==> config.mk <==
export PLATFORM = sky130hd
export DESIGN_NAME = pms_sequencer
export DESIGN_NICKNAME = d
export VERILOG_FILES = /design/src/rtl/pms_pkg.sv /design/src/rtl/pms_sequencer.sv
export SDC_FILE = /design/constraint.sdc
export NUM_CORES = 1
export LEC_CHECK = 0
export ABC_AREA = 1
export BUFFER_PORTS_ARGS = -buffer_cell sky130_fd_sc_hd__buf_2
export CAP_MARGIN = 20
export CELL_PAD_IN_SITES_DETAIL_PLACEMENT = 1
export CELL_PAD_IN_SITES_GLOBAL_PLACEMENT = 1
export CORE_ASPECT_RATIO = 1.75
export CORE_MARGIN = 1
export CORE_UTILIZATION = 46
export CTS_BUF_LIST = sky130_fd_sc_hd__clkbuf_8
export CTS_CLUSTER_DIAMETER = 150
export CTS_CLUSTER_SIZE = 10
export DETAILED_ROUTE_END_ITERATION = 7
export GPL_TIMING_DRIVEN = 0
export PLACE_DENSITY = 0.95
export RECOVER_POWER = 100
export SYNTH_ARGS = -nofsm -noshare
export SYNTH_HDL_FRONTEND = slang
export SYNTH_SLANG_ARGS = --single-unit
==> constraint.sdc <==
create_clock -name clk -period 2.4 [get_ports clk]
set_clock_uncertainty 0.1 [all_clocks]
set_input_delay 0.48 -clock clk [delete_from_list [all_inputs] [get_ports clk]]
set_output_delay 0.48 -clock clk [all_outputs]
set_load 0.005 [all_outputs]
==> src/rtl/pms_pkg.sv <==
// Package for the clock mode and reset sequencer: constants, mode enumeration, carriers.
// Assumes a single 20 MHz control clock.
package pms_pkg;

	localparam int unsigned CLK_HZ = 20000000;
	localparam int unsigned BW_W = 6;
	localparam int unsigned SEL_W = 2;
	localparam int unsigned CFG_W = 16;
	localparam int unsigned NV_AW = 4;
	localparam int unsigned NV_WORDS = 16;
	localparam int unsigned INPUTS = 4;

	// Loop bandwidth codes: 0 is 0.1 Hz, max code is 4 kHz
	localparam logic [BW_W-1:0] BW_CODE_MIN = 6'h00;
	localparam logic [BW_W-1:0] BW_CODE_MAX = 6'h2f;
	// Acquisition bandwidth codes: 100 Hz up to 4 kHz
	localparam logic [BW_W-1:0] FBW_CODE_MIN = 6'h1e;
	localparam logic [BW_W-1:0] FBW_CODE_MAX = 6'h2f;
	localparam logic [BW_W-1:0] BW_RESET = 6'h00;
	localparam logic [BW_W-1:0] FBW_RESET = 6'h1e;
	localparam logic [CFG_W-1:0] CFG_RESET = 16'h0000;
	localparam logic [SEL_W-1:0] SEL_RESET = 2'h0;

	// Cycles of settling after the store download
	localparam int unsigned INIT_SETTLE_NS = 1000;
	localparam int unsigned INIT_SETTLE_CYC = (INIT_SETTLE_NS * (CLK_HZ / 1000000) + 999) / 1000;

	typedef enum logic [2:0]
	{
		PMS_INIT = 3'h0,
		PMS_FREERUN = 3'h1,
		PMS_ACQUIRE = 3'h2,
		PMS_LOCKED = 3'h3,
		PMS_HOLDOVER = 3'h4
	} pms_mode_t;

	typedef enum logic [1:0]
	{
		PMS_SEQ_LOAD = 2'h0,
		PMS_SEQ_SETTLE = 2'h1,
		PMS_SEQ_RUN = 2'h2
	} pms_seq_t;

	typedef struct packed
	{
		logic [BW_W-1:0] loop_bw;
		logic [BW_W-1:0] fast_bw;
		logic fast_en;
		logic auto_sel;
		logic [SEL_W-1:0] man_sel;
		logic [CFG_W-1:0] freq_cfg;
	} pms_cfg_t;

endpackage

==> src/rtl/pms_sequencer.sv <==
// Mode and reset sequencer of a jitter-cleaning clock multiplier.
// Assumes a host that waits for cfg_ready, and a word-wide nonvolatile_store read port
// answering in the same cycle as the address.
// Overview of operation
// - Software picks loop bandwidth 0.1 Hz-4 kHz
// - Quick-acquire uses temporary bandwidth during acquisition
// - Temporary bandwidth spans 100 Hz-4 kHz
// - Normal bandwidth restored when acquisition ends
// - After init: freerun, acquire, locked or holdover
// - Power-up copies defaults from nonvolatile store
// - Serial interface unused until init completes
// - Output clocks held off until init done
// - Hard reset reruns download and settling as at power-up
// - Hard reset from pin or control bit
// - Soft reset applies writes, skips download
// - Manual or automatic reference input selection
// - Frequency config writable and storable nonvolatile
// - Freerun entered automatically after init
// - Valid input starts lock acquisition automatically
// - Holdover when selected invalid, none valid
// - Holdover left when an input returns
`timescale 1ns/1ps

module pms_sequencer
	import pms_pkg::*;
(
	// Clock and reset
	input wire logic clk,
	input wire logic nrst,
	input wire logic hard_reset_pin_n,
	// Host staging side
	input wire logic host_wr,
	input wire pms_cfg_t host_cfg,
	input wire logic hard_reset_set,
	input wire logic soft_reset,
	input wire logic store_req,
	// Nonvolatile store
	output logic [NV_AW-1:0] nv_addr,
	output logic nv_rd,
	input wire logic [CFG_W-1:0] nv_data,
	output logic nv_wr,
	output logic [CFG_W-1:0] nv_wdata,
	// Loop status
	input wire logic [INPUTS-1:0] in_valid,
	input wire logic pll_locked,
	// Status and control out
	output logic cfg_ready,
	output logic out_clk_en,
	output logic hard_reset_bit,
	output pms_mode_t mode,
	output logic [BW_W-1:0] active_bw,
	output logic [SEL_W-1:0] sel_input,
	output pms_cfg_t live_cfg
);

	logic pin_s1_reg, pin_s2_reg;
	logic pin_s1_next, pin_s2_next;
	logic hrb_reg, hrb_next;
	pms_seq_t seq_reg, seq_next;
	logic [NV_AW-1:0] addr_reg, addr_next;
	logic rd_reg, rd_next;
	logic [$clog2(INIT_SETTLE_CYC+1)-1:0] cnt_reg, cnt_next;
	logic [CFG_W-1:0] dl_reg [NV_WORDS];
	logic [CFG_W-1:0] dl_next [NV_WORDS];
	pms_cfg_t stage_reg, stage_next, live_reg, live_next;
	pms_mode_t mode_reg, mode_next;
	logic [SEL_W-1:0] sel_reg, sel_next;
	logic [BW_W-1:0] bw_reg, bw_next;
	logic ready_reg, ready_next, oen_reg, oen_next;
	logic nvw_reg, nvw_next;
	logic [CFG_W-1:0] nvd_reg, nvd_next;
	logic hard_go;
	logic any_valid;
	logic [SEL_W-1:0] pick;
	pms_cfg_t nv_cfg;

	function automatic logic [BW_W-1:0] clampbw(input logic [BW_W-1:0] v, input logic [BW_W-1:0] lo,
		input logic [BW_W-1:0] hi);
		if (v < lo)
			return lo;
		else if (v > hi)
			return hi;
		return v;
	endfunction

	// Pin reaches logic only through the second flop
	always_comb
	begin
		pin_s1_next = hard_reset_pin_n;
		pin_s2_next = pin_s1_reg;
	end

	always_ff @(posedge clk or negedge nrst)
	begin
		if (!nrst)
		begin
			pin_s1_reg <= 1'b1;
			pin_s2_reg <= 1'b1;
		end
		else
		begin
			pin_s1_reg <= pin_s1_next;
			pin_s2_reg <= pin_s2_next;
		end
	end

	assign hard_go = !pin_s2_reg || hrb_reg;

	// Store words 0..2 hold the configuration image; the rest are read but unused here
	always_comb
	begin
		nv_cfg = {dl_reg[0][BW_W-1:0], dl_reg[1][BW_W-1:0], dl_reg[1][8], dl_reg[1][9],
			dl_reg[1][11:10], dl_reg[2]};
	end

	// Download, settle, then run
	always_comb
	begin
		seq_next = seq_reg;
		addr_next = addr_reg;
		rd_next = 1'b0;
		cnt_next = cnt_reg;
		hrb_next = hrb_reg;
		ready_next = ready_reg;
		oen_next = oen_reg;
		for (int i = 0; i < NV_WORDS; i++)
			dl_next[i] = dl_reg[i];
		if (hard_go && seq_reg == PMS_SEQ_RUN)
		begin
			// Restart as at power-up; the bit stays set until settling is over
			seq_next = PMS_SEQ_LOAD;
			addr_next = '0;
			ready_next = 1'b0;
			oen_next = 1'b0;
		end
		else
		begin
			case (seq_reg)
				PMS_SEQ_LOAD:
				begin
					rd_next = 1'b1;
					if (rd_reg)
					begin
						dl_next[addr_reg] = nv_data;
						if (addr_reg == NV_AW'(NV_WORDS - 1))
						begin
							rd_next = 1'b0;
							seq_next = PMS_SEQ_SETTLE;
							cnt_next = '0;
						end
						else
							addr_next = addr_reg + 1'b1;
					end
				end
				PMS_SEQ_SETTLE:
				begin
					cnt_next = cnt_reg + 1'b1;
					if (cnt_reg == ($bits(cnt_reg))'(INIT_SETTLE_CYC - 1) && pin_s2_reg)
					begin
						seq_next = PMS_SEQ_RUN;
						ready_next = 1'b1;
						oen_next = 1'b1;
						hrb_next = 1'b0;
					end
					else if (!pin_s2_reg)
						cnt_next = '0;
				end
				PMS_SEQ_RUN:
				begin
					if (hard_reset_set && ready_reg)
						hrb_next = 1'b1;
				end
				default:
					seq_next = PMS_SEQ_LOAD;
			endcase
		end
	end

	// Host writes land in staging; soft reset makes them live, download replaces both with the store image
	always_comb
	begin
		stage_next = stage_reg;
		live_next = live_reg;
		nvw_next = 1'b0;
		nvd_next = nvd_reg;
		if (seq_reg == PMS_SEQ_SETTLE)
		begin
			stage_next = nv_cfg;
			stage_next.loop_bw = clampbw(nv_cfg.loop_bw, BW_CODE_MIN, BW_CODE_MAX);
			stage_next.fast_bw = clampbw(nv_cfg.fast_bw, FBW_CODE_MIN, FBW_CODE_MAX);
			live_next = stage_next;
		end
		else if (seq_reg == PMS_SEQ_RUN && ready_reg)
		begin
			if (host_wr)
			begin
				stage_next = host_cfg;
				stage_next.loop_bw = clampbw(host_cfg.loop_bw, BW_CODE_MIN, BW_CODE_MAX);
				stage_next.fast_bw = clampbw(host_cfg.fast_bw, FBW_CODE_MIN, FBW_CODE_MAX);
			end
			if (soft_reset)
				live_next = stage_reg;
			if (store_req)
			begin
				nvw_next = 1'b1;
				nvd_next = stage_reg.freq_cfg;
			end
		end
	end

	// Reference choice: lowest valid input when automatic, register value otherwise
	always_comb
	begin
		any_valid = |in_valid;
		pick = sel_reg;
		for (int i = INPUTS - 1; i >= 0; i--)
			if (in_valid[i])
				pick = SEL_W'(i);
	end

	always_comb
	begin
		mode_next = mode_reg;
		sel_next = live_reg.auto_sel ? pick : live_reg.man_sel;
		bw_next = live_reg.loop_bw;
		case (mode_reg)
			PMS_INIT:
				if (seq_reg == PMS_SEQ_RUN)
					mode_next = PMS_FREERUN;
			PMS_FREERUN:
				if (in_valid[sel_next])
					mode_next = PMS_ACQUIRE;
			PMS_ACQUIRE:
			begin
				// With automatic choice another valid input keeps acquisition going
				if (!in_valid[sel_reg] && !(any_valid && live_reg.auto_sel))
					mode_next = PMS_HOLDOVER;
				else if (pll_locked && in_valid[sel_reg])
					mode_next = PMS_LOCKED;
				else if (live_reg.fast_en)
					bw_next = live_reg.fast_bw;
			end
			PMS_LOCKED:
				if (!in_valid[sel_reg])
					mode_next = any_valid && live_reg.auto_sel ? PMS_ACQUIRE : PMS_HOLDOVER;
			PMS_HOLDOVER:
				if (in_valid[sel_next])
					mode_next = PMS_ACQUIRE;
			default:
				mode_next = PMS_INIT;
		endcase
		if (seq_reg != PMS_SEQ_RUN || hard_go)
			mode_next = PMS_INIT;
		if (mode_next == PMS_ACQUIRE && mode_reg != PMS_ACQUIRE && live_reg.fast_en)
			bw_next = live_reg.fast_bw;
	end

	always_ff @(posedge clk or negedge nrst)
	begin
		if (!nrst)
		begin
			hrb_reg <= 1'b0;
			seq_reg <= PMS_SEQ_LOAD;
			addr_reg <= '0;
			rd_reg <= 1'b0;
			cnt_reg <= '0;
			for (int i = 0; i < NV_WORDS; i++)
				dl_reg[i] <= CFG_RESET;
			stage_reg <= '{BW_RESET, FBW_RESET, 1'b0, 1'b0, SEL_RESET, CFG_RESET};
			live_reg <= '{BW_RESET, FBW_RESET, 1'b0, 1'b0, SEL_RESET, CFG_RESET};
			mode_reg <= PMS_INIT;
			sel_reg <= SEL_RESET;
			bw_reg <= BW_RESET;
			ready_reg <= 1'b0;
			oen_reg <= 1'b0;
			nvw_reg <= 1'b0;
			nvd_reg <= CFG_RESET;
		end
		else
		begin
			hrb_reg <= hrb_next;
			seq_reg <= seq_next;
			addr_reg <= addr_next;
			rd_reg <= rd_next;
			cnt_reg <= cnt_next;
			dl_reg <= dl_next;
			stage_reg <= stage_next;
			live_reg <= live_next;
			mode_reg <= mode_next;
			sel_reg <= sel_next;
			bw_reg <= bw_next;
			ready_reg <= ready_next;
			oen_reg <= oen_next;
			nvw_reg <= nvw_next;
			nvd_reg <= nvd_next;
		end
	end

	assign nv_addr = addr_reg;
	assign nv_rd = rd_reg;
	assign nv_wr = nvw_reg;
	assign nv_wdata = nvd_reg;
	assign cfg_ready = ready_reg;
	assign out_clk_en = oen_reg;
	assign hard_reset_bit = hrb_reg;
	assign mode = mode_reg;
	assign active_bw = bw_reg;
	assign sel_input = sel_reg;
	assign live_cfg = live_reg;

endmodule

* Word-level counts from Yosys, hierarchy flattened *
Index checks and enable logic that the tools add are counted.

operators by class
  add/sub/neg operators = 2
  order comparisons = 12
  equal/unequal tests = 20
  multiplexer cells = 86
  bitwise operators = 3
  reduce and logical (&&, ||, !) cells = 37

operator list
  kind                                                         count
  bitwise mux 256 bit                                          1
  two-way mux 32 bit                                           6
  two-way mux 6 bit                                            17
  demux 16 bit (select 4 bit)                                  1
  two-way mux 1 bit                                            30
  greater-than comparator 6 bit (second input constant)        4
  two-way mux 3 bit                                            7
  two-way mux 5 bit                                            4
  two-way mux 2 bit                                            9
  nonzero test 2 bit                                           9
  two-way mux 16 bit                                           1
  two-way mux 4 bit                                            4
  != test 2 bit (second input constant)                        7
  less-than comparator 6 x 1 -> 1 bit (second input constant)  2
  less-than comparator 6 x 5 -> 1 bit (second input constant)  2
  one-hot mux 3 bit (4 select lines)                           1
  AND reduction 4 bit                                          3
  logical AND 1 bit                                            10
  one-hot mux 5 bit (2 select lines)                           1
  == test 3 x 2 -> 1 bit (second input constant)               3
  != test 3 bit (second input constant)                        3
  AND reduction 3 bit                                          3
  less-than comparator 2 x 3 -> 1 bit (second input constant)  2
  one-hot mux 2 bit (3 select lines)                           1
  22 further kinds                                             29

word-level totals
  register bits = 364
  input bits = 60

* Logic depth before layout (Yosys ltp) *
  depth in word-level cells = 14
  gate-level depth with buffers = 15

* Worst setup path after synthesis *
No wires, ideal clock.

  path kind = input to register
  start point = input port in_valid[2]
  end point = register bw_reg[0] (netlist: active_bw[0])
  setup time = 0.118 ns
  arrival = 1.416 ns
  setup slack = 0.766 ns
  stages = 14
  cells stage by stage = nor2_1 nand2_1 nand3_1 nand2_2 nor2_2 nand2_2 nand2_2 nand2_1 nand2_2 nor2_4 nand2_4 nand2_4 nand2_1 nand2_1

between the ends
  word-level cells in the longest chain between the ends = 13
  elaborated cells between the ends (all ways) = 28

ends and longest elaborated chain
  what                                     line                                        RTL
  start: declaration                       pms_sequencer.sv:44                         input wire logic [INPUTS-1:0] in_valid,
  two-way mux 2 bit (3 in series)          pms_sequencer.sv:217                        if (in_valid[i])
  two-way mux 2 bit                        pms_sequencer.sv:224                        sel_next = live_reg.auto_sel ? pick : live_reg.man_sel;
  named net sel_next[1]                    pms_sequencer.sv:67                         logic [SEL_W-1:0] sel_reg, sel_next;
  binary-select mux 1 bit (select 2 bit)   pms_sequencer.sv:231, pms_sequencer.sv:247
  two-way mux 1 bit (not written as such)  pms_sequencer.sv:231, pms_sequencer.sv:247
  two-way mux 3 bit                        pms_sequencer.sv:231, pms_sequencer.sv:247
  one-hot mux 3 bit (4 select lines)       pms_sequencer.sv:226                        case (mode_reg)
  two-way mux 3 bit                        pms_sequencer.sv:252                        if (seq_reg != PMS_SEQ_RUN || hard_go)
  == test 3 x 2 -> 1 bit                   pms_sequencer.sv:254                        if (mode_next == PMS_ACQUIRE && mode_reg != PMS_ACQUIRE && live_reg.fast_en)
  logical AND 1 bit (2 in series)          pms_sequencer.sv:254
  two-way mux 6 bit                        pms_sequencer.sv:254
  named net bw_next[0]                     pms_sequencer.sv:68                         logic [BW_W-1:0] bw_reg, bw_next;
  end signal: assignment                   pms_sequencer.sv:291                        bw_reg <= bw_next;
  end: declaration                         pms_sequencer.sv:68

The timed path passes the listed nets, and every way through them passes these cells. The select of a mux whose other input is x is not followed.
A chain may end at the register's enable or synchronous reset.

* Worst setup path in the final report *
  start point = register seq_reg[0]
  end point = register live_reg (netlist bit live_cfg[22])

between the ends
  word-level cells in the longest chain between the ends = 4
  elaborated cells between the ends (all ways) = 7

ends and longest elaborated chain
  what                           line                  RTL
  start: declaration             pms_sequencer.sv:59   pms_seq_t seq_reg, seq_next;
  start signal: assignment       pms_sequencer.sv:282  seq_reg <= seq_next;
  == test 2 bit                  pms_sequencer.sv:193  else if (seq_reg == PMS_SEQ_RUN && ready_reg)
  logical AND 1 bit              pms_sequencer.sv:193
  nonzero test 2 bit (no line)   n/a
  AND reduction 2 bit (no line)  n/a
  end signal: assignment         pms_sequencer.sv:270  live_reg <= '{BW_RESET, FBW_RESET, 1'b0, 1'b0, SEL_RESET, CFG_RESET};
  end signal: assignment         pms_sequencer.sv:288  live_reg <= live_next;
  end: declaration               pms_sequencer.sv:65   pms_cfg_t stage_reg, stage_next, live_reg, live_next;

Parallel ways exist; a longest one is shown, timed or not.

==> results.yml <==
cts:
  cts_tree: "yes"
  path_clk_slew_ps: 80
  cts.path.max_buffers: 2
  ctsResizeCount: 0
  cts_made_buffers: 17
  htree_levels: 4
  clkLatencyLatePin_ps: 440
  clock-sinks: 140
  cts_root_buf: "clkbuf_8"
routing:
  drtIter0Drc: 334
  postRouteAntennaNets: 0
  avgViaCountPerCell: 5.78
  wl_per_cell_um: 21.5
  wl_um: 21200
  drc_errors: 0
  vias: 5706
  dr.pass1.iters: 5
placement:
  place_inst: 955
  port_buffers: 127
  pre_cts_slack_ps: 378
  place_hpwl_um: 14800
  gp_congestion: 0.870
synth:
  yosysWarnings: 0
  syn-num-nets: 721
  netlist-cell-type-count: 39
  seq_area_frac_synth: 0.578
  ys_seq_elements: 140
  syn_avg_cell_area_um2: 9.28
  syn_area_um2: 6090
  postSynthCellCount: 656
sta:
  slew_headroom: 0.248
  whs_ps: 30.5
  setup_ws_ps: 203
  worst_slew_pin_slew_ps: 1130
  period_share: 0.916
  fmax_mhz: 455
  rsz0062_at_grt: "false"
  finalSetupViolations: 0
  drv_slew: 0
  min_period_ps: 2200
  finalHoldViolCount: 0
power_and_ir_drop:
  cellLeakagePower_nw: 3.54
  ir_worst_vdd_v: 0.000366
  p_per_area_nw_per_um2: 687
critical_path:
  worstPathRequired_ps: 2660
  critPathKind: "reg -> reg"
  cp_top_family: "simple AND/OR/NAND/NOR gates"
  slowest_delay_ps: 420
  worstPathArrival_ps: 2460
  endpoint_kind: "flop"
  crit_top_cell: "nor2_1"
  cp-start-kind: "flop"
  worst-path-buf-inv: 4
  slowest_stage: "dfrtp_1"
  path_max_fanout: 10
  worstPathCellList: "nor2_1, inv_1, nor2_4, nand2_2, inv_4, nor2_2, inv_2, clkbuf_2, nor2_1, a31oi_1"
floorplan:
  die_area_um2: 13700
  core_area_um2: 12900
  dieWidth_um: 89.0
  io_pins: 128
  std_cell_rows: 55
  start_util: 0.471
  die_height_um: 154
hold_path:
  hold_class: "in -> reg"
global_route:
  grt_pass1_wl_um: 33400
  antenna_found_initial: 0
  grt_max_degree: 80
  grt-ovfl-total: 0
  grt_pass1_vias: 6398
  grt.total_usage: 0.330
final_layout:
  final_common_cell: "nand2_1"
  antenna_cells: 0
  drive_above_1_share: 0.197
  fin_cells: 988
  final_nets: 869
  layout_common_cells: "nand2_1 (164), dfrtp_1 (130), buf_2 (96), inv_1 (64), o21ai_0 (63)"
  area_growth_pct: 20.5
outcome:
  status: "complete, no violations"
flow_run:
  max_cap_violations: 0
metrics by stage:
step           total power [mW]  area, µm²   util  TNS (ps)
2_1_floorplan              2.70       6090      -         0
3_3_place_gp               2.88       6940  0.536   -137020
3_5_place_dp               2.92       6970  0.539         0
4_1_cts                    5.06       7430  0.574         0
5_1_grt                    5.21       7330  0.567         0
6_report                   5.04       7330  0.567         0
worst register-to-register path, delay by kind of cell (launching register included):
kind,cells,cell delay [ps]
AND/OR/NAND/NOR,5,760
buffers and inverters,4,650
flip-flops,1,420
AO/OA/AOI/OAI,1,190
worst paths after layout:
path	start	endpoint	slack, ps	cells after the start
min	hard_reset_pin_n	pin_s1_reg	30	1
min reg2reg	pin_s1_reg	pin_s2_reg	260	0
max reg2reg	seq_reg[0]	live_cfg[22]	200	10
max	seq_reg[0]	live_cfg[22]	200	10
min in group asynchronous	nrst	active_bw[1]	720	2
max in group asynchronous	nrst	stage_reg[22]	580	3
layer usage:
layer,part of all wire,global-route usage,wire (µm),up-vias
met5,0,0,0,-
met4,0.066,0.225,1400,0
met3,0.042,0.0672,898,108
met2,0.53,0.568,11300,246
met1,0.36,0.353,7590,2856
li1,-,-,-,2496
final cells by class:
| class | count | area [µm²] |
|---|---|---|
| well taps | 171 | 214 |
| clock buffers | 20 | 275 |
| flip-flops and latches | 140 | 3520 |
| repair buffers | 129 | 629 |
| multi-input cells | 424 | 2160 |
| clock inverters | 12 | 170 |
| plain buffers | 27 | 119 |
| inverters | 65 | 246 |
| fillers | 1562 | 5600 |
where the power goes:
part,internal [mW],total [mW],switching [mW]
Combinational,0.129,0.350,0.222
Sequential,2.46,2.54,0.0735
Clock,1.21,2.15,0.944
cell families (layout without fill, tap and decap cells):
| logic type | Yosys count | after routing | share of synthesized area |
|---|---|---|---|
| XOR/XNOR | 1 | 1 | 0.00144 |
| multiplexers | 6 | 6 | 0.0111 |
| AO/OA/AOI/OAI | 140 | 140 | 0.141 |
| flip-flops | 140 | 140 | 0.578 |
| AND/OR/NAND/NOR | 272 | 272 | 0.198 |
| buffers and inverters | 92 | 253 | 0.0606 |
| adder cells (fa/ha/maj) | 5 | 5 | 0.0103 |
Yosys cell counts:
cell type,instances,share of area
o211ai_1,27,0.033
a22o_1,1,0.0014
xor2_1,1,0.0014
mux2_2,6,0.011
buf_4,2,0.0025
nand2_2,8,0.0082
dfstp_2,10,0.043
a31oi_1,10,0.010
nand2_4,2,0.0037
nor2_4,3,0.0055
a21boi_0,2,0.0025
o21ai_2,1,0.0014
a41oi_1,1,0.0014
o21ai_0,46,0.038
a311oi_1,1,0.0014
nor2_2,4,0.0041
nand2_1,159,0.098
nor3_1,4,0.0033
a22oi_1,1,0.0012
o21ai_1,20,0.016
a21oi_1,16,0.013
buf_2,11,0.0090
inv_2,7,0.0043
nor3b_1,3,0.0037
ha_1,5,0.010
inv_1,57,0.035
nor2_1,32,0.020
clkbuf_1,14,0.0086
or2_1,1,0.0010
a21oi_4,1,0.0027
o22ai_1,2,0.0021
nand4_2,2,0.0041
inv_4,1,0.0010
o311ai_1,9,0.013
nand3_2,2,0.0033
nand3_1,48,0.039
dfrtp_1,130,0.53
nand4_1,4,0.0041
o21a_1,2,0.0025
timing repair:
action	CTS	global route
setup buffers	0	0
hold buffers	1	0
endpoints found under the hold margin	17	0
Power figures use the tool's default switching activity.
